===== src/core/cis_cfg.svh =====
// constants for the interrupt sequencer
`ifndef CIS_CFG_SVH
`define CIS_CFG_SVH
`define CIS_LVL_WDT 3'h7
`define CIS_LVL_RST 3'h0
`define CIS_BASE_CYC 5'h12
`define CIS_BYTE_BUS_CYC 5'h14
`define CIS_DBC_EXTRA 5'h02
`define CIS_ONE_EXTRA 5'h01
`define CIS_MAX_WAIT 6'h1E
`define CIS_SOFT_LO 6'h20
`define CIS_FLG_I 0
`define CIS_FLG_D 1
`define CIS_FLG_U 2
`define CIS_NUM_WDT 6'h00
`define CIS_NUM_DBC 6'h01
`define CIS_NUM_STEP 6'h02
`define CIS_NUM_AM0 6'h03
`define CIS_NUM_AM1 6'h04
`define CIS_NUM_PERI 6'h08
`endif


===== src/core/cis_pkg.sv =====
// types for the interrupt sequencer
`default_nettype none
package cis_pkg;
	typedef enum logic [2:0] {
		CIS_IDLE = 3'b000,
		CIS_WAIT = 3'b001,
		CIS_SEQ = 3'b010,
		CIS_RET = 3'b011
	} cis_state_e;
	typedef enum logic [2:0] {
		CIS_K_NONE = 3'b000,
		CIS_K_RST = 3'b001,
		CIS_K_DBC = 3'b010,
		CIS_K_WDT = 3'b011,
		CIS_K_PERI = 3'b100,
		CIS_K_STEP = 3'b101,
		CIS_K_AM = 3'b110
	} cis_kind_e;
endpackage
`default_nettype wire


===== src/core/cis_arbiter.sv =====
// fixed-order and level arbitration of pending requests
`default_nettype none
`include "cis_cfg.svh"
module cis_arbiter #(
	parameter int NSRC = 8
) (
	// sources
	input wire logic [NSRC-1:0] req_i,
	input wire logic [3*NSRC-1:0] level_i,
	input wire logic [2:0] ppl_i,
	input wire logic gie_i,
	// special sources
	input wire logic dbc_i,
	input wire logic wdt_i,
	input wire logic step_i,
	input wire logic am_i,
	// result
	output logic hit_o,
	output cis_pkg::cis_kind_e kind_o,
	output logic [$clog2(NSRC)-1:0] idx_o,
	output logic [2:0] lvl_o
);
	logic peri_hit;
	logic [$clog2(NSRC)-1:0] best;
	logic [2:0] best_lvl;
	// lower index has higher fixed order; strict greater keeps it on ties
	always_comb begin
		peri_hit = 1'b0;
		best = '0;
		best_lvl = 3'h0;
		for (int i = 0; i < NSRC; i++) begin
			if (req_i[i] && gie_i && level_i[3*i +: 3] > ppl_i && (!peri_hit || level_i[3*i +: 3] > best_lvl)) begin
				peri_hit = 1'b1;
				best = i[$clog2(NSRC)-1:0];
				best_lvl = level_i[3*i +: 3];
			end
		end
	end
	// fixed hardware order
	assign kind_o = dbc_i ? cis_pkg::CIS_K_DBC : wdt_i ? cis_pkg::CIS_K_WDT : peri_hit ? cis_pkg::CIS_K_PERI :
		step_i ? cis_pkg::CIS_K_STEP : am_i ? cis_pkg::CIS_K_AM : cis_pkg::CIS_K_NONE;
	assign hit_o = kind_o != cis_pkg::CIS_K_NONE;
	assign idx_o = best;
	assign lvl_o = best_lvl;
endmodule
`default_nettype wire


===== src/core/cis_keyin.sv =====
// key-input falling edge detector
`default_nettype none
`include "cis_cfg.svh"
module cis_keyin #(
	parameter int NKEY = 8
) (
	input wire logic clk_i,
	input wire logic reset_i,
	input wire logic [NKEY-1:0] key_i,
	input wire logic [NKEY-1:0] key_in_dir_i,
	output logic edge_o
);
	logic any_low;
	logic any_low_reg;
	// enabled low keys combined by OR, so one held low hides the others
	assign any_low = |(~key_i & key_in_dir_i);
	always_ff @(posedge clk_i or posedge reset_i) begin
		if (reset_i) begin
			any_low_reg <= 1'b0;
		end else begin
			any_low_reg <= any_low;
		end
	end
	assign edge_o = any_low && !any_low_reg;
endmodule
`default_nettype wire


===== src/core/cis_sequencer.sv =====
// interrupt acceptance, stacking and return sequencer
`default_nettype none
`include "cis_cfg.svh"
module cis_sequencer #(
	parameter int NSRC = 8,
	parameter int NKEY = 8
) (
	// clock and reset
	input wire logic clk_i,
	input wire logic reset_i,
	// peripheral requests
	input wire logic [NSRC-1:0] peri_set_i,
	input wire logic [NSRC-1:0] peri_clr_i,
	input wire logic [3*NSRC-1:0] peri_level_i,
	// special sources
	input wire logic dbc_i,
	input wire logic wdt_i,
	input wire logic step_i,
	input wire logic [NKEY-1:0] key_i,
	input wire logic [NKEY-1:0] key_in_dir_i,
	// address match
	input wire logic [1:0] am_en_i,
	input wire logic [19:0] am_addr0_i,
	input wire logic [19:0] am_addr1_i,
	// core interface
	input wire logic insn_done_i,
	input wire logic first_insn_i,
	input wire logic [19:0] pc_i,
	input wire logic [10:0] flag_i,
	input wire logic [15:0] isp_i,
	input wire logic [15:0] usp_i,
	input wire logic soft_i,
	input wire logic [5:0] soft_num_i,
	input wire logic reti_i,
	input wire logic byte_bus_i,
	input wire logic queue_ready_i,
	input wire logic sw_info_rd_i,
	input wire logic [19:0] vec_addr_i,
	input wire logic [15:0] rd_data_i,
	// core outputs
	output logic busy_o,
	output logic done_o,
	output logic [2:0] ppl_o,
	output logic [10:0] flag_o,
	output logic [19:0] pc_o,
	output logic [5:0] num_o,
	output logic use_usp_o,
	output logic [15:0] sp_o,
	output logic wake_o,
	output logic key_pend_o,
	output logic [NSRC-1:0] peri_req_o,
	output logic [4:0] seq_len_o,
	// stack bus
	output logic bus_rd_o,
	output logic bus_wr_o,
	output logic [19:0] bus_addr_o,
	output logic [15:0] bus_wdata_o,
	output logic bus_byte_o
);
	localparam int IW = $clog2(NSRC);
	cis_pkg::cis_state_e state_reg, state_next;
	logic [NSRC-1:0] req_reg;
	logic [2:0] ppl_reg;
	logic [10:0] flag_reg;
	logic [19:0] pc_reg;
	logic [5:0] num_reg;
	logic use_usp_reg;
	logic [15:0] sp_reg;
	logic [4:0] slot_reg;
	logic [4:0] len_reg;
	logic [4:0] cnt_reg;
	logic busy_reg, done_reg, wake_reg, key_reg;
	logic bus_rd_reg, bus_wr_reg, bus_byte_reg;
	logic [19:0] bus_addr_reg;
	logic [15:0] bus_wdata_reg;
	logic [15:0] ret_lo_reg;
	logic [15:0] saved_hi_reg;
	logic [19:0] ret_pc_reg;
	cis_pkg::cis_kind_e kind_reg;
	logic [IW-1:0] idx_reg;
	logic [2:0] lvl_reg;
	logic first_reg;
	logic [10:0] saved_flag_reg;
	logic hit, key_edge, am_hit, soft_hi, odd_sp, info_rd, accept;
	cis_pkg::cis_kind_e kind;
	logic [IW-1:0] idx;
	logic [2:0] lvl;
	logic [15:0] sel_sp;
	logic [4:0] len_calc;
	logic [2:0] new_ppl;
	logic [15:0] hi_word;
	logic [4:0] bus_slot;
	logic am0_hit;
	cis_pkg::cis_kind_e sw_kind;
	logic [IW-1:0] sw_idx;

	// sequence length in bus clock slots
	function automatic logic [4:0] cis_len(input logic byte_bus, input logic vodd, input logic sodd,
			input cis_pkg::cis_kind_e k);
		logic [4:0] b;
		b = byte_bus ? `CIS_BYTE_BUS_CYC : `CIS_BASE_CYC + {4'h0, vodd} + {4'h0, sodd};
		if (k == cis_pkg::CIS_K_DBC) begin
			b = b + `CIS_DBC_EXTRA;
		end else if (k == cis_pkg::CIS_K_STEP || k == cis_pkg::CIS_K_AM) begin
			b = b + `CIS_ONE_EXTRA;
		end
		return b;
	endfunction

	cis_keyin #(.NKEY(NKEY)) u_key (
		.clk_i(clk_i),
		.reset_i(reset_i),
		.key_i(key_i),
		.key_in_dir_i(key_in_dir_i),
		.edge_o(key_edge)
	);

	assign am0_hit = am_en_i[0] && pc_i == am_addr0_i;
	assign am_hit = am0_hit || (am_en_i[1] && pc_i == am_addr1_i);

	cis_arbiter #(.NSRC(NSRC)) u_arb (
		.req_i(req_reg),
		.level_i(peri_level_i),
		.ppl_i(ppl_reg),
		.gie_i(flag_reg[`CIS_FLG_I]),
		.dbc_i(dbc_i),
		.wdt_i(wdt_i),
		.step_i(step_i),
		.am_i(am_hit),
		.hit_o(hit),
		.kind_o(kind),
		.idx_o(idx),
		.lvl_o(lvl)
	);

	// software read picks its victim regardless of the enable flag
	cis_arbiter #(.NSRC(NSRC)) u_arb_sw (
		.req_i(req_reg),
		.level_i(peri_level_i),
		.ppl_i(ppl_reg),
		.gie_i(1'b1),
		.dbc_i(1'b0),
		.wdt_i(1'b0),
		.step_i(1'b0),
		.am_i(1'b0),
		.hit_o(),
		.kind_o(sw_kind),
		.idx_o(sw_idx),
		.lvl_o()
	);

	// first instruction after reset is never interrupted
	assign accept = state_reg == cis_pkg::CIS_WAIT && insn_done_i && !first_reg && !first_insn_i &&
		(hit || soft_i);
	assign soft_hi = soft_i && soft_num_i >= `CIS_SOFT_LO;
	assign sel_sp = (soft_hi && flag_reg[`CIS_FLG_U]) ? usp_i : isp_i;
	assign odd_sp = sel_sp[0];
	assign len_calc = cis_len(byte_bus_i, vec_addr_i[0], odd_sp, soft_i ? cis_pkg::CIS_K_NONE : kind);
	assign new_ppl = soft_i ? ppl_reg : kind == cis_pkg::CIS_K_PERI ? lvl : kind == cis_pkg::CIS_K_WDT ?
		`CIS_LVL_WDT : ppl_reg;
	// flags as they stood before the sequence cleared them
	assign hi_word = {pc_reg[19:16], saved_flag_reg[10:8], 1'b0, saved_flag_reg[7:0]};
	// even pointer skips the two upper-byte slots
	assign bus_slot = (!sp_reg[0] && slot_reg >= 5'h04) ? slot_reg + 5'h02 : slot_reg;
	assign info_rd = sw_info_rd_i || (state_reg == cis_pkg::CIS_SEQ && slot_reg == 5'h00);

	always_comb begin
		state_next = state_reg;
		case (state_reg)
			cis_pkg::CIS_IDLE: begin
				state_next = cis_pkg::CIS_WAIT;
			end
			cis_pkg::CIS_WAIT: begin
				if (accept) begin
					state_next = cis_pkg::CIS_SEQ;
				end else if (reti_i) begin
					state_next = cis_pkg::CIS_RET;
				end
			end
			cis_pkg::CIS_SEQ: begin
				if (cnt_reg == len_reg - 5'h01) begin
					state_next = cis_pkg::CIS_WAIT;
				end
			end
			cis_pkg::CIS_RET: begin
				if (slot_reg == 5'h03) begin
					state_next = cis_pkg::CIS_WAIT;
				end
			end
			default: begin
				state_next = cis_pkg::CIS_IDLE;
			end
		endcase
	end

	// request bits: set wins over clear
	always_ff @(posedge clk_i or posedge reset_i) begin
		if (reset_i) begin
			req_reg <= '0;
		end else begin
			for (int i = 0; i < NSRC; i++) begin
				if (peri_set_i[i]) begin
					req_reg[i] <= 1'b1;
				end else if (peri_clr_i[i] || (info_rd && kind_reg == cis_pkg::CIS_K_PERI && idx_reg == i[IW-1:0]) ||
						(sw_info_rd_i && sw_kind == cis_pkg::CIS_K_PERI && sw_idx == i[IW-1:0])) begin
					req_reg[i] <= 1'b0;
				end
			end
		end
	end

	always_ff @(posedge clk_i or posedge reset_i) begin
		if (reset_i) begin
			state_reg <= cis_pkg::CIS_IDLE;
			ppl_reg <= `CIS_LVL_RST;
			flag_reg <= '0;
			sp_reg <= '0;
			first_reg <= 1'b1;
			key_reg <= 1'b0;
			wake_reg <= 1'b0;
		end else begin
			state_reg <= state_next;
			wake_reg <= key_edge;
			if (key_edge) begin
				key_reg <= 1'b1;
			end else if (info_rd && kind_reg == cis_pkg::CIS_K_PERI) begin
				key_reg <= 1'b0;
			end
			if (insn_done_i) begin
				first_reg <= 1'b0;
			end
			if (state_reg == cis_pkg::CIS_WAIT && !accept) begin
				flag_reg <= flag_i;
			end else if (accept) begin
				flag_reg[`CIS_FLG_I] <= 1'b0;
				flag_reg[`CIS_FLG_D] <= 1'b0;
				if (!soft_hi) begin
					flag_reg[`CIS_FLG_U] <= 1'b0;
				end
				ppl_reg <= new_ppl;
				sp_reg <= sel_sp;
			end else if (state_reg == cis_pkg::CIS_SEQ && cnt_reg == len_reg - 5'h01) begin
				sp_reg <= sp_reg - 16'h0004;
			end else if (state_reg == cis_pkg::CIS_RET && slot_reg == 5'h03) begin
				// the zero filler sits at bit 8 of the saved word
				flag_reg <= {saved_hi_reg[11:9], saved_hi_reg[7:0]};
				sp_reg <= sp_reg + 16'h0004;
			end
		end
	end

	// sequence bookkeeping
	always_ff @(posedge clk_i or posedge reset_i) begin
		if (reset_i) begin
			pc_reg <= '0;
			num_reg <= '0;
			use_usp_reg <= 1'b0;
			len_reg <= '0;
			cnt_reg <= '0;
			slot_reg <= '0;
			kind_reg <= cis_pkg::CIS_K_NONE;
			idx_reg <= '0;
			lvl_reg <= '0;
			busy_reg <= 1'b0;
			done_reg <= 1'b0;
			saved_hi_reg <= '0;
			ret_pc_reg <= '0;
			saved_flag_reg <= '0;
		end else begin
			done_reg <= 1'b0;
			if (accept) begin
				pc_reg <= pc_i;
				num_reg <= soft_i ? soft_num_i : kind == cis_pkg::CIS_K_PERI ? `CIS_NUM_PERI + {{(6 - IW){1'b0}}, idx} :
					kind == cis_pkg::CIS_K_WDT ? `CIS_NUM_WDT : kind == cis_pkg::CIS_K_DBC ? `CIS_NUM_DBC :
					kind == cis_pkg::CIS_K_STEP ? `CIS_NUM_STEP : am0_hit ? `CIS_NUM_AM0 : `CIS_NUM_AM1;
				saved_flag_reg <= flag_reg;
				use_usp_reg <= soft_hi && flag_reg[`CIS_FLG_U];
				len_reg <= len_calc;
				kind_reg <= soft_i ? cis_pkg::CIS_K_NONE : kind;
				idx_reg <= idx;
				lvl_reg <= lvl;
				cnt_reg <= '0;
				slot_reg <= '0;
				busy_reg <= 1'b1;
			end else if (state_reg == cis_pkg::CIS_SEQ) begin
				cnt_reg <= cnt_reg + 5'h01;
				if (slot_reg < 5'h08) begin
					slot_reg <= slot_reg + 5'h01;
				end
				if (cnt_reg == len_reg - 5'h01) begin
					busy_reg <= 1'b0;
					done_reg <= 1'b1;
					kind_reg <= cis_pkg::CIS_K_NONE;
				end
			end else if (state_next == cis_pkg::CIS_RET || state_reg == cis_pkg::CIS_RET) begin
				busy_reg <= state_next == cis_pkg::CIS_RET;
				slot_reg <= state_reg == cis_pkg::CIS_RET ? slot_reg + 5'h01 : 5'h00;
				if (state_reg == cis_pkg::CIS_RET && slot_reg == 5'h01) begin
					ret_pc_reg[15:0] <= rd_data_i;
				end
				if (state_reg == cis_pkg::CIS_RET && slot_reg == 5'h02) begin
					saved_hi_reg <= rd_data_i;
					ret_pc_reg[19:16] <= rd_data_i[15:12];
				end
				if (state_reg == cis_pkg::CIS_RET && slot_reg == 5'h03) begin
					done_reg <= 1'b1;
					pc_reg <= ret_pc_reg;
				end
			end
		end
	end

	// stack bus slots: info, queue slot, SP-2, SP-4, vec, vec+2
	always_ff @(posedge clk_i or posedge reset_i) begin
		if (reset_i) begin
			bus_rd_reg <= 1'b0;
			bus_wr_reg <= 1'b0;
			bus_byte_reg <= 1'b0;
			bus_addr_reg <= '0;
			bus_wdata_reg <= '0;
		end else begin
			bus_rd_reg <= 1'b0;
			bus_wr_reg <= 1'b0;
			bus_byte_reg <= 1'b0;
			if (state_reg == cis_pkg::CIS_SEQ) begin
				case (bus_slot)
					5'h00: begin
						bus_rd_reg <= 1'b1;
						bus_addr_reg <= '0;
					end
					5'h01: begin
						bus_rd_reg <= queue_ready_i;
						bus_addr_reg <= pc_reg;
					end
					5'h02: begin
						bus_wr_reg <= 1'b1;
						bus_byte_reg <= sp_reg[0];
						bus_addr_reg <= {4'h0, sp_reg - 16'h0002};
						bus_wdata_reg <= hi_word;
					end
					5'h03: begin
						bus_wr_reg <= 1'b1;
						bus_byte_reg <= sp_reg[0];
						bus_addr_reg <= {4'h0, sp_reg - 16'h0004};
						bus_wdata_reg <= pc_reg[15:0];
					end
					// odd pointer only: upper bytes of both words follow
					5'h04: begin
						bus_wr_reg <= 1'b1;
						bus_byte_reg <= 1'b1;
						bus_addr_reg <= {4'h0, sp_reg - 16'h0001};
						bus_wdata_reg <= {8'h00, hi_word[15:8]};
					end
					5'h05: begin
						bus_wr_reg <= 1'b1;
						bus_byte_reg <= 1'b1;
						bus_addr_reg <= {4'h0, sp_reg - 16'h0003};
						bus_wdata_reg <= {8'h00, pc_reg[15:8]};
					end
					5'h06: begin
						bus_rd_reg <= 1'b1;
						bus_addr_reg <= vec_addr_i;
					end
					5'h07: begin
						bus_rd_reg <= 1'b1;
						bus_addr_reg <= vec_addr_i + 20'h00002;
					end
					default: begin
						bus_addr_reg <= bus_addr_reg;
					end
				endcase
			end else if (state_reg == cis_pkg::CIS_RET && slot_reg < 5'h02) begin
				bus_rd_reg <= 1'b1;
				bus_addr_reg <= {4'h0, slot_reg == 5'h00 ? sp_reg : sp_reg + 16'h0002};
			end
		end
	end

	// outputs straight from flops
	assign busy_o = busy_reg;
	assign done_o = done_reg;
	assign ppl_o = ppl_reg;
	assign flag_o = flag_reg;
	assign pc_o = pc_reg;
	assign num_o = num_reg;
	assign use_usp_o = use_usp_reg;
	assign sp_o = sp_reg;
	assign wake_o = wake_reg;
	assign key_pend_o = key_reg;
	assign peri_req_o = req_reg;
	assign seq_len_o = len_reg;
	assign bus_rd_o = bus_rd_reg;
	assign bus_wr_o = bus_wr_reg;
	assign bus_addr_o = bus_addr_reg;
	assign bus_wdata_o = bus_wdata_reg;
	assign bus_byte_o = bus_byte_reg;

	// checks
	property p_len_even;
		@(posedge clk_i) disable iff (reset_i)
		(accept && !byte_bus_i && !soft_i && kind == cis_pkg::CIS_K_PERI && !vec_addr_i[0] && !odd_sp) |=> len_reg == 5'h12;
	endproperty
	a_len_even: assert property (p_len_even) else $error("even sequence not 18");
	property p_len_byte;
		@(posedge clk_i) disable iff (reset_i)
		(accept && byte_bus_i && kind == cis_pkg::CIS_K_DBC && !soft_i) |=> len_reg == 5'h16;
	endproperty
	a_len_byte: assert property (p_len_byte) else $error("byte bus break not 22");
	property p_wdt_ppl;
		@(posedge clk_i) disable iff (reset_i)
		(accept && !soft_i && kind == cis_pkg::CIS_K_WDT) |=> ppl_o == 3'h7;
	endproperty
	a_wdt_ppl: assert property (p_wdt_ppl) else $error("watchdog level not 7");
	property p_info_first;
		@(posedge clk_i) disable iff (reset_i)
		$rose(busy_o) && state_reg == cis_pkg::CIS_SEQ |=> bus_rd_o && bus_addr_o == 20'h00000;
	endproperty
	a_info_first: assert property (p_info_first) else $error("info read not first");
	property p_push_order;
		@(posedge clk_i) disable iff (reset_i)
		$rose(busy_o) && state_reg == cis_pkg::CIS_SEQ |=> ##2 bus_wr_o && bus_wdata_o == hi_word ##1
			bus_wr_o && bus_wdata_o == pc_reg[15:0];
	endproperty
	a_push_order: assert property (p_push_order) else $error("push order wrong");
	property p_byte_odd;
		@(posedge clk_i) disable iff (reset_i)
		bus_wr_o && state_reg == cis_pkg::CIS_SEQ |-> bus_byte_o == sp_reg[0];
	endproperty
	a_byte_odd: assert property (p_byte_odd) else $error("access width wrong");
	property p_flags_clr;
		@(posedge clk_i) disable iff (reset_i)
		accept |=> !flag_o[`CIS_FLG_I] && !flag_o[`CIS_FLG_D];
	endproperty
	a_flags_clr: assert property (p_flags_clr) else $error("flags not cleared");
	property p_no_first;
		@(posedge clk_i) disable iff (reset_i)
		first_reg |-> !accept;
	endproperty
	a_no_first: assert property (p_no_first) else $error("first instruction interrupted");
	property p_done_len;
		@(posedge clk_i) disable iff (reset_i)
		$rose(busy_o) && state_reg == cis_pkg::CIS_SEQ |-> ##[17:23] done_o;
	endproperty
	a_done_len: assert property (p_done_len) else $error("sequence length out of range");
endmodule
`default_nettype wire


===== config.mk =====
export PLATFORM = sky130hd
export DESIGN_NAME = cis_sequencer
export DESIGN_NICKNAME = d
export VERILOG_FILES = /design/src/core/cis_pkg.sv /design/src/core/cis_arbiter.sv /design/src/core/cis_keyin.sv /design/src/core/cis_sequencer.sv
export VERILOG_INCLUDE_DIRS = /design/src /design/src/core
export SDC_FILE = /design/constraint.sdc
export NUM_CORES = 1
export LEC_CHECK = 0
export ABC_CLOCK_PERIOD_IN_PS = 24400
export BUFFER_PORTS_ARGS = -buffer_cell sky130_fd_sc_hd__buf_2
export CAP_MARGIN = 20
export CORE_AREA = 2 2 164 230
export CTS_CLUSTER_SIZE = 20
export DETAILED_ROUTE_END_ITERATION = 10
export DIE_AREA = 0 0 166 232
export GPL_ROUTABILITY_DRIVEN = 0
export GPL_TIMING_DRIVEN = 1
export HOLD_SLACK_MARGIN = 0.05
export SLEW_MARGIN = 20
export SYNTH_ARGS = -nofsm -noshare
export SYNTH_HDL_FRONTEND = slang
export SYNTH_HIERARCHICAL = 1
export SYNTH_SLANG_ARGS = --single-unit

===== constraint.sdc =====
create_clock -name clk_i -period 24.4 [get_ports clk_i]
set_clock_uncertainty 0.05 [all_clocks]
set_input_delay 3.66 -clock clk_i [delete_from_list [all_inputs] [get_ports clk_i]]
set_output_delay 3.66 -clock clk_i [all_outputs]
set_load 0.01 [all_outputs]

-- After elaboration in Yosys (flattened, before gate mapping)
Cells that the tools add are included.
- output and inout bits: 113
- register bits: 177
- input port bits: 215
- multiplexer cells: 132
- bitwise operators: 6
- magnitude comparators: 26
- eq/ne operators: 48
- reductions and logical operators: 171
- $add $sub $neg: 16
- operators by type and width (kind ; number):
    20-bit case mux with 8 select lines ; 1
    3-bit 2-to-1 mux ; 44
    20-bit 2-to-1 mux ; 6
    16-bit 2-to-1 mux ; 5
    1-bit logical AND ; 73
    3-bit greater-than comparator ; 22
    16-bit case mux with 4 select lines ; 1
    5-bit 2-to-1 mux ; 12
    1-bit 2-to-1 mux ; 51
    3-bit == test, second input constant ; 14
    20-bit == test ; 2
    1-bit logical OR ; 35
    11-bit 2-to-1 mux ; 3
    2-bit nonzero test ; 16
    16-bit by 2-bit subtractor with 16-bit output, second input constant ; 2
    3-bit by 2-bit == test with 1-bit output, second input constant ; 10
    20-bit by 2-bit adder with 20-bit output, second input constant ; 1
    5-bit by 2-bit == test with 1-bit output, second input constant ; 4
    5-bit by 3-bit == test with 1-bit output, second input constant ; 4
    1-bit zero test ; 19
    16-bit by 2-bit adder with 16-bit output, second input constant ; 1
    16-bit by 3-bit adder with 16-bit output, second input constant ; 1
    16-bit by 1-bit subtractor with 16-bit output, second input constant ; 1
    16-bit by 3-bit subtractor with 16-bit output, second input constant ; 1
    other kinds (37) ; 70

-- Logic depth before layout (Yosys ltp)
Gate-level depths: netlist of the first run.
- depth in word-level cells: 44
- mapped depth: 62
- mapped depth without buffers: 61

-- Modules after synthesis
The synthesis of the first run kept the hierarchy.
- by module, submodules not included (module ; area an instance (µm²) ; instances ; cells an instance):
    cis_sequencer ; 11094.4 ; 1 ; 1284
    cis_arbiter ; 1586.5 ; 2 ; 212
    cis_keyin ; 106.4 ; 1 ; 17

-- Worst setup path before layout of the first run
OpenSTA, ideal clock, no wires.
- path kind: input to register
- start point: input port peri_level_i[1]
- end point: register req_reg[0] (netlist: peri_req_o[0])
- setup time: 0.128 ns
- path slack: 10.582 ns
- stages: 57
- arrival time: 13.640 ns
- cell sequence: ha_1 -> nor2b_1 -> o311ai_4 -> nor2_1 -> nand2_1 -> ha_1 -> nor2b_1 -> o21a_1 -> o21ai_0 -> a211oi_2 -> a22oi_1 -> ha_1 -> nor2b_1 -> o21a_1 -> o21ai_0 -> a21boi_1 -> nor2b_1 -> or2_2 -> (+21 left out) -> a21boi_0 -> ha_1 -> nor2b_1 -> o21a_1 -> o211ai_1 -> o21ai_2 -> a21oi_1 -> a22o_1 -> ha_1 -> a21o_1 -> a21oi_1 -> a311o_1 -> o41a_4 -> nor2b_1 -> nand3_1 -> nand2b_1 -> o311ai_0 -> o21bai_1
- elaborated cells between the ends (all ways): 59
- those cells by class: order compare (8); eq/ne (1); mux (23); reduce/logical (27)
- RTL lines (what ; line ; text):
    from (decl) ; cis_sequencer.sv:14 ; input wire logic [3*NSRC-1:0] peri_level_i,
    3-bit greater-than comparator ; cis_arbiter.sv:32 ; if (req_i[i] && gie_i && level_i[3*i +: 3] > ppl_i && (!peri_hit || level_i[3*i +: 3] > best_lvl)) begin
    1-bit logical AND ; cis_arbiter.sv:32 ;
    3-bit 2-to-1 mux / 1-bit 2-to-1 mux (equally long branches) ; cis_arbiter.sv:32 ;
    3-bit greater-than comparator / 1-bit zero test (equally long branches) ; cis_arbiter.sv:32 ;
    1-bit logical OR ; cis_arbiter.sv:32 ;
    1-bit logical AND ; cis_arbiter.sv:32 ;
    3-bit 2-to-1 mux / 1-bit 2-to-1 mux (equally long branches) ; cis_arbiter.sv:32 ;
    3-bit greater-than comparator / 1-bit zero test (equally long branches) ; cis_arbiter.sv:32 ;
    (+20 left out) ; - ;
    1-bit logical OR ; cis_arbiter.sv:32 ;
    1-bit logical AND ; cis_arbiter.sv:32 ;
    3-bit 2-to-1 mux (*) ; cis_arbiter.sv:32 ;
    named net sw_idx[2] ; cis_sequencer.sv:95 ; logic [IW-1:0] sw_idx;
    3-bit zero test (*) ; cis_sequencer.sv:205 ; (sw_info_rd_i && sw_kind == cis_pkg::CIS_K_PERI && sw_idx == i[IW-1:0])) begin
    1-bit logical AND (*) ; cis_sequencer.sv:205 ;
    1-bit logical OR (*) ; cis_sequencer.sv:204 ; end else if (peri_clr_i[i] || (info_rd && kind_reg == cis_pkg::CIS_K_PERI && idx_reg == i[IW-1:0]) ||
    2-bit nonzero test (no source line) (*) ; - ;
    to (signal assigned) ; cis_sequencer.sv:199 ; req_reg <= '0;
    to (signal, indexed assignment) ; cis_sequencer.sv:203 ; req_reg[i] <= 1'b1;
    to (signal, indexed assignment) ; cis_sequencer.sv:206 ; req_reg[i] <= 1'b0;
    to (decl) ; cis_sequencer.sv:62 ; logic [NSRC-1:0] req_reg;
Mark *: on every way through the listed nets, which the timed path passes. The rest lies on a longest branch.
A chain may end at the register's enable or synchronous reset.

-- Worst setup path in the final report of the first run
- start point: input port peri_level_i[1]
- end point: register req_reg[1] (netlist: peri_req_o[1])
- elaborated cells between the ends (all ways): 59
- those cells by class: order compare (8); eq/ne (2); mux (23); reduce/logical (26)
- RTL lines (what ; line):
    3-bit greater-than comparator ; cis_arbiter.sv:32
    1-bit logical AND ; cis_arbiter.sv:32
    3-bit 2-to-1 mux / 1-bit 2-to-1 mux (equally long branches) ; cis_arbiter.sv:32
    3-bit greater-than comparator / 1-bit zero test (equally long branches) ; cis_arbiter.sv:32
    1-bit logical OR ; cis_arbiter.sv:32
    1-bit logical AND ; cis_arbiter.sv:32
    3-bit 2-to-1 mux / 1-bit 2-to-1 mux (equally long branches) ; cis_arbiter.sv:32
    3-bit greater-than comparator / 1-bit zero test (equally long branches) ; cis_arbiter.sv:32
    (+20 left out) ; -
    1-bit logical OR ; cis_arbiter.sv:32
    1-bit logical AND ; cis_arbiter.sv:32
    3-bit 2-to-1 mux (*) ; cis_arbiter.sv:32
    named net sw_idx[2] ; cis_sequencer.sv:95
    3-bit by 1-bit == test with 1-bit output (*) ; cis_sequencer.sv:205
    1-bit logical AND (*) ; cis_sequencer.sv:205
    1-bit logical OR (*) ; cis_sequencer.sv:204
    2-bit nonzero test (no source line) (*) ; -
Marked as above.

==> reports/summary.log, run 1 <==
qor: clocking.postCtsSetupBuffers 0
qor: sta.timing.max_slew.rel_slack 21.3%
qor: synth.synth_area_per_cell 8.34 um2
qor: finish.finalInstanceArea 0.0170 mm2
qor: floorplan.starting_density_of_the_core 39.3%
qor: drt.wl_per_cell 21.6 um
qor: finish.nets_final 2328
qor: setup_path.cp_common_cell sky130_fd_sc_hd__ha_1
qor: power.power.density 82.4 mW/mm2
qor: clocking.cts-buffers-inserted 17
qor: setup_path.cp.arrival 15.39 ns
qor: global_routing.grt_pass1_vias 14.3k
qor: setup_path.cp_slowest_stage_delay 0.61 ns
qor: setup_path.critical_path_buf_inv_count 2
qor: sta.timing.final.crit_share 61.9%
qor: drt.num_vias 14.4k
qor: setup_path.category_of_cells_accounting_for_the_largest_share_of_critical_path_delay compound AO/OA/AOI/OAI gates
qor: global_routing.globalRoute.totalOverflow 0
qor: clocking.clock_path_buffers 2
qor: power.ir_drop 0.0495 mV
qor: setup_path.worst-setup-path-type input port to flip-flop
qor: clocking.tritoncts yes
qor: global_routing.grt_max_degree 119
qor: global_routing.grt_usage 27.4%
qor: clocking.cts.sinks 176
qor: finish.fraction_of_layout_instances_using_a_drive_strength_above_1 22.7%
qor: floorplan.ioPinCount 328
qor: drt.drtIter0Drc 1096
qor: synth.ys_warn_count 6
qor: drt.remaining_drc_errors 0
qor: sta.setup_viol 0
qor: drt.postRouteWirelength 53700 um
qor: drt.ant_nets 0
qor: setup_path.worst_ep_required_time 24.69 ns
qor: clocking.cts_hold_repair.buffers 0
qor: clocking.worst_setup_hold_path_clk_slew 0.07 ns
qor: clocking.cts.repair.resized 0
qor: flow_run.maxCapViolations 0
qor: clocking.insertion_delay 0.45 ns
qor: global_routing.grt_pass1_wl 82400 um
qor: setup_path.critPathSlowestCell sky130_fd_sc_hd__o21ai_1
qor: floorplan.core_area 0.0365 mm2
qor: clocking.clock-root-buffer sky130_fd_sc_hd__clkbuf_16
qor: placement.placement.io_buffers 327
qor: drt.1st_pass_router_iterations 7
qor: sta.final-max-slew-violation-count 0
qor: setup_path.cp-end-kind flip-flop
qor: setup_path.maximum_fanout_along_the_worst_path 12
qor: sta.post-route-min-period 15.10 ns
qor: sta.report.final.hold_viol_count 0
qor: setup_path.worstSetupStartpointType input port
qor: drt.vias_per_cell 5.80
qor: sta.grt_setup_unrepaired false
qor: global_routing.initial_antenna_violation_count 6
qor: sta.fmax 66.2 MHz
qor: floorplan.die_area 0.0385 mm2
qor: status.run_status finished clean
qor: synth.syn-instance-count 1717
qor: floorplan.fp.dieW 166 um
qor: power.p_leak 7.68 nW
qor: floorplan.floorplan.die.height 232 um
qor: placement.placed_cell_area 0.0164 mm2
qor: placement.dp_hpwl 41200 um
qor: sta.setup_total_negative_slack 0 ns
qor: finish.syn2layout_area_growth 18.5%
qor: clocking.htreeDepth 4
qor: sta.worst_slew_pin_slew 1.18 ns
qor: floorplan.number_of_rows_created_at_floorplan 83
qor: synth.synth.cell_area 0.0143 mm2
qor: hold_path.hold_path_class flip-flop to flip-flop
path summary, 6_finish.rpt:
path                                       from           endpoint  slack, ns  cells past startpoint
worst min register to register   bus_addr_o[11]     bus_addr_o[11]       0.43                      2
worst max-delay path            peri_level_i[1]      peri_req_o[1]       9.30                     57
max in group asynchronous               reset_i          flag_o[7]      19.58                      3
worst min-delay path             bus_addr_o[11]     bus_addr_o[11]       0.43                      2
min in group asynchronous               reset_i  u_key/any_low_reg       3.04                      2
worst max register to register         ppl_o[1]      peri_req_o[1]      11.84                     57
layout make-up:
type                    instances  area, um2
diodes                          3       7.51
clock buffers                  20        457
clock inverters                12        119
fillers                      3650      19500
inverters                      79        304
multi-input cells            1386       9320
flip-flops and latches        176       4410
well taps                     467        584
repair buffers                346       1780
per-stage QoR:
| step | cells | power, W | hold WS (ns) | setup WS, ns | util [%] |
|---|---|---|---|---|---|
| floorplan | 1735 | 0.000875 | 0.389 | 10.69 | - |
| global placement | 2454 | 0.00110 | 0.405 | 9.22 | 44.9 |
| detailed placement | 2454 | 0.00112 | 0.415 | 8.76 | 44.9 |
| CTS | 2486 | 0.00140 | 0.431 | 9.25 | 46.5 |
| global route | 2488 | 0.00149 | 0.455 | 8.61 | 46.6 |
| finish | 2489 | 0.00140 | 0.425 | 9.30 | 46.6 |
per-layer routing:
layer  GRT usage [%]  wire [um]  up-vias
li1                -          -     6799
met1            31.8      20900     6858
met2            48.0      26400      633
met3            4.16       3380      146
met4            15.7       2990        6
met5               0         36        -
where the power goes:
| group | internal (W) | switching [W] | leakage (nW) |
|---|---|---|---|
| registers | 0.000397 | 0.000156 | 2.13 |
| clock network | 0.000140 | 0.000136 | 0.274 |
| logic | 0.000242 | 0.000328 | 5.28 |
| total | 0.000779 | 0.000620 | 7.68 |
layout by cell type, fill, tap and decap left out, drive strengths merged, types with 43 or more instances in the layout:
master	instances
dfrtp	175
a21oi	69
inv	84
nand3	94
buf	346
nor2	126
nand2	211
ha	106
o21ai	104
nor2b	43
xnor2	72
tightest hold or removal path: stages (launching register included):
cell and delay [ns]:
sky130_fd_sc_hd__dfrtp_1 0.34, sky130_fd_sc_hd__nand2_1 0.04, sky130_fd_sc_hd__o21ai_0 0.06
(Power assumes the default switching activity.)
==> run 2, diff against run 1 <==
--- a/config.mk
+++ b/config.mk
@@ -6,7 +6,7 @@
 export SDC_FILE = /design/constraint.sdc
 export NUM_CORES = 1
 export LEC_CHECK = 0
-export ABC_CLOCK_PERIOD_IN_PS = 24400
+export ABC_CLOCK_PERIOD_IN_PS = 15000
 export BUFFER_PORTS_ARGS = -buffer_cell sky130_fd_sc_hd__buf_2
 export CAP_MARGIN = 20
 export CORE_AREA = 2 2 164 230
==> constraint.sdc (replaced) <==
create_clock -name clk_i -period 15 [get_ports clk_i]
set_clock_uncertainty 0.05 [all_clocks]
set_input_delay 2.25 -clock clk_i [delete_from_list [all_inputs] [get_ports clk_i]]
set_output_delay 2.25 -clock clk_i [all_outputs]
set_load 0.01 [all_outputs]
==> run 2 against run 1 <==
Compared with the run above:
- first-iteration DRC count decreased by 0.27%
- hold slack better by 0.00070 ns
- combinational power is 62% higher
- critical endpoint unchanged
- largest cell class unchanged
- largest power group unchanged
- highest routed layer unchanged
==> reports/summary.log, run 2 (synthesis gave the netlist of run 1 again) <==
qor: clocking.clock_path_buffers 2 [unchanged]
qor: finish.leading_cell_types_in_the_layout_fill_and_taps_excluded sky130_fd_sc_hd__buf_2, sky130_fd_sc_hd__nand2_1, sky130_fd_sc_hd__dfrtp_1, sky130_fd_sc_hd__nor2_1, sky130_fd_sc_hd__ha_1 [unchanged]
qor: power.post-layout-total-power 0.00230 W [was 0.00140 W]
qor: clocking.postCtsSetupBuffers 0 [unchanged]
qor: drt.drtIter0Drc 1093 [was 1096]
qor: sta.timing.final.crit_share 89.1%
qor: sta.grt_setup_unrepaired false [unchanged]
qor: clocking.tritoncts yes [unchanged]
qor: floorplan.ioPinCount 328 [unchanged]
qor: power.power.density 135 mW/mm2 [was 82.4 mW/mm2]
qor: power.clock_power_share 20.7% [was 19.7%]
qor: floorplan.fp.dieW 166 um [unchanged]
qor: setup_path.cp.arrival 13.65 ns [was 15.39 ns]
qor: floorplan.number_of_rows_created_at_floorplan 83 [unchanged]
qor: setup_path.worst-r2r-setup-slack 2.81 ns [was 11.84 ns]
qor: drt.1st_pass_router_iterations 6 [was 7]
qor: hold_path.hold_depth 2 [unchanged]
qor: sta.worst_slew_pin_slew 1.10 ns [was 1.18 ns]
qor: global_routing.met2_usage 47.8% [was 48.0%]
qor: drt.remaining_drc_errors 0 [unchanged]
qor: setup_path.cp-end-kind flip-flop [unchanged]
qor: global_routing.grt_pass1_wl 82200 um [was 82400 um]
qor: setup_path.worst_ep_required_time 15.29 ns [was 24.69 ns]
qor: setup_path.rr_endpoint peri_req_o[1] [unchanged]
qor: floorplan.starting_density_of_the_core 39.3% [unchanged]
qor: hold_path.hold-path-endpoint bus_addr_o[4] [was bus_addr_o[11]]
qor: clocking.cts.sinks 176 [unchanged]
qor: placement.placement.io_buffers 327 [unchanged]
qor: power.p_int 0.00130 W [was 0.000779 W]
qor: clocking.cts_hold_repair.buffers 0 [unchanged]
qor: hold_path.hold_path_class flip-flop to flip-flop [unchanged]
qor: floorplan.die_area 0.0385 mm2 [unchanged]
qor: finish.final_core_density 46.7% [was 46.6%]
qor: drt.num_vias 14.5k [was 14.4k]
qor: drt.vias_per_cell 5.82 [was 5.80]
qor: finish.fraction_of_layout_instances_using_a_drive_strength_above_1 22.8% [was 22.7%]
qor: finish.layout.cells.non_filler 2488 [was 2489]
qor: sta.post-route-min-period 13.36 ns
qor: clocking.clock-root-buffer sky130_fd_sc_hd__clkbuf_16 [unchanged]
qor: drt.wl_per_cell 21.5 um [was 21.6 um]
qor: finish.nets_final 2329 [was 2328]
qor: clocking.worst_setup_hold_path_clk_slew 0.07 ns [about the same]
qor: global_routing.grt_util_met3 4.38% [was 4.16%]
qor: global_routing.m1_gr_usage 31.7% [was 31.8%]
qor: floorplan.core_area 0.0365 mm2 [unchanged]
qor: power.switchingPower 0.00100 W [was 0.000620 W]
qor: setup_path.reg2reg_depth 58 [was 57]
qor: clocking.cts.repair.resized 0 [unchanged]
qor: power.comb_power_share 40.2% [was 40.7%]
qor: finish.syn2layout_area_growth 18.7% [was 18.5%]
qor: sta.setup_viol 0 [unchanged]
qor: global_routing.grt_max_degree 119 [unchanged]
qor: clocking.cts-buffers-inserted 17 [unchanged]
qor: sta.timing.max_slew.rel_slack 26.4% [was 21.3%]
qor: global_routing.grt_usage 27.3% [was 27.4%]
qor: power.switching_share 43.7% [was 44.3%]
qor: hold_path.hold_start bus_addr_o[4] [was bus_addr_o[11]]
qor: global_routing.globalRoute.totalOverflow 0 [unchanged]
qor: power.ir_drop 0.110 mV [was 0.0495 mV]
qor: clocking.insertion_delay 0.47 ns [was 0.45 ns]
qor: flow_run.maxCapViolations 0 [unchanged]
qor: placement.dp_hpwl 41200 um [about the same]
qor: setup_path.cp_slowest_stage_delay 0.49 ns [was 0.61 ns]
qor: setup_path.worst-setup-path-type input port to flip-flop [unchanged]
qor: clocking.htreeDepth 4 [unchanged]
qor: power.p_leak 7.71 nW [was 7.68 nW]
qor: finish.fillCellCount 3655 [was 3650]
qor: global_routing.initial_antenna_violation_count 5 [was 6]
qor: setup_path.cp_common_cell sky130_fd_sc_hd__ha_1 [unchanged]
qor: setup_path.critPathSlowestCell sky130_fd_sc_hd__a21boi_1 [was sky130_fd_sc_hd__o21ai_1]
qor: drt.postRouteWirelength 53400 um [was 53700 um]
qor: global_routing.grt_pass1_vias 14.3k [about the same]
qor: sta.setup_total_negative_slack 0 ns [unchanged]
qor: floorplan.floorplan.die.height 232 um [unchanged]
qor: setup_path.rr_startpoint ppl_o[1] [unchanged]
qor: status.run_status finished clean [unchanged]
qor: sta.fmax 74.8 MHz
qor: sta.final.hold.worst_slack 0.426 ns [was 0.425 ns]
qor: sta.final-max-slew-violation-count 0 [unchanged]
qor: setup_path.maximum_fanout_along_the_worst_path 12 [unchanged]
qor: drt.ant_nets 0 [unchanged]
qor: setup_path.worstSetupStartpointType input port [unchanged]
qor: sta.report.final.hold_viol_count 0 [unchanged]
qor: power.power_frac_seq 39.1% [was 39.5%]
qor: finish.most_common_library_cell_in_the_layout_ignoring_fill_and_taps sky130_fd_sc_hd__buf_2 [unchanged]
qor: placement.instance_count_after_placement_with_tap_cells_included 2455 [was 2454]
qor: global_routing.grt-busiest-layer met2 [unchanged]
run 2: cell count changes in the layout (fill, tap and decap cells not counted):
cell / change
sky130_fd_sc_hd__bufinv_16: +2
sky130_fd_sc_hd__diode_2: -2
sky130_fd_sc_hd__inv_6: +2
sky130_fd_sc_hd__buf_4: +1
sky130_fd_sc_hd__clkbuf_8: -1
sky130_fd_sc_hd__clkinv_4: -1
sky130_fd_sc_hd__clkinvlp_4: -1
sky130_fd_sc_hd__inv_8: -1
sky130_fd_sc_hd__o21ai_0: +1
sky130_fd_sc_hd__o21ai_1: -1
run 2: through the flow:
stage	area (um2)	setup slack, ns
after global placement	16400	1.90
after CTS	17000	1.94
after floorplan	14400	2.70
after global routing	17000	0.956
final	17000	1.64
after detailed placement	16400	1.45
run 2: worst max-delay path, delay by kind of cell:
family	cells	cell delay [ns]
AND/OR/NAND/NOR	15	2.80
buffers and inverters	3	0.43
AO/OA/AOI/OAI	32	5.75
adder cells (fa/ha/maj)	8	2.41
run 2: layer usage:
layer | part of all wire [%] | up-vias
li1 | - | 6794
met1 | 39 | 6960
met2 | 49 | 572
met3 | 6.0 | 140
met4 | 5.5 | 8
met5 | 0.094 | -
run 2: area by class of cell:
type,instances,area [um2],share of cell area [%]
clock inverters,13,169,0.993
clock buffers,19,443,2.60
repair buffers,347,1790,10.5
multi-input cells,1386,9320,54.8
diodes,1,2.50,0.0147
inverters,79,304,1.79
well taps,467,584,3.44
flip-flops and latches,176,4410,25.9
run 2: how the worst max path moves through the flow:
| stage | end | slack (ns) | start | depth (start not counted) |
|---|---|---|---|---|
| final | peri_req_o[1] | 1.64 | peri_level_i[1] | 58 |
| after floorplan | peri_req_o[0] | 2.70 | peri_level_i[1] | 56 |
| after detailed placement | peri_req_o[1] | 1.45 | peri_level_i[1] | 58 |
| after CTS | peri_req_o[1] | 1.94 | peri_level_i[1] | 58 |
| after global routing | peri_req_o[1] | 0.96 | peri_level_i[1] | 59 |
| after global placement | num_o[2] | 1.90 | peri_level_i[1] | 59 |
run 2: power by group through the flow:
stage / Clock [W] / Combinational (W) / Sequential, W
6_report: 0.000476 / 0.000925 / 0.000900
2_1_floorplan: 0 / 0.000606 / 0.000818
3_5_place_dp: 0 / 0.000916 / 0.000901
3_3_place_gp: 0 / 0.000900 / 0.000896
5_1_grt: 0.000503 / 0.00102 / 0.000925
4_1_cts: 0.000486 / 0.000920 / 0.000892
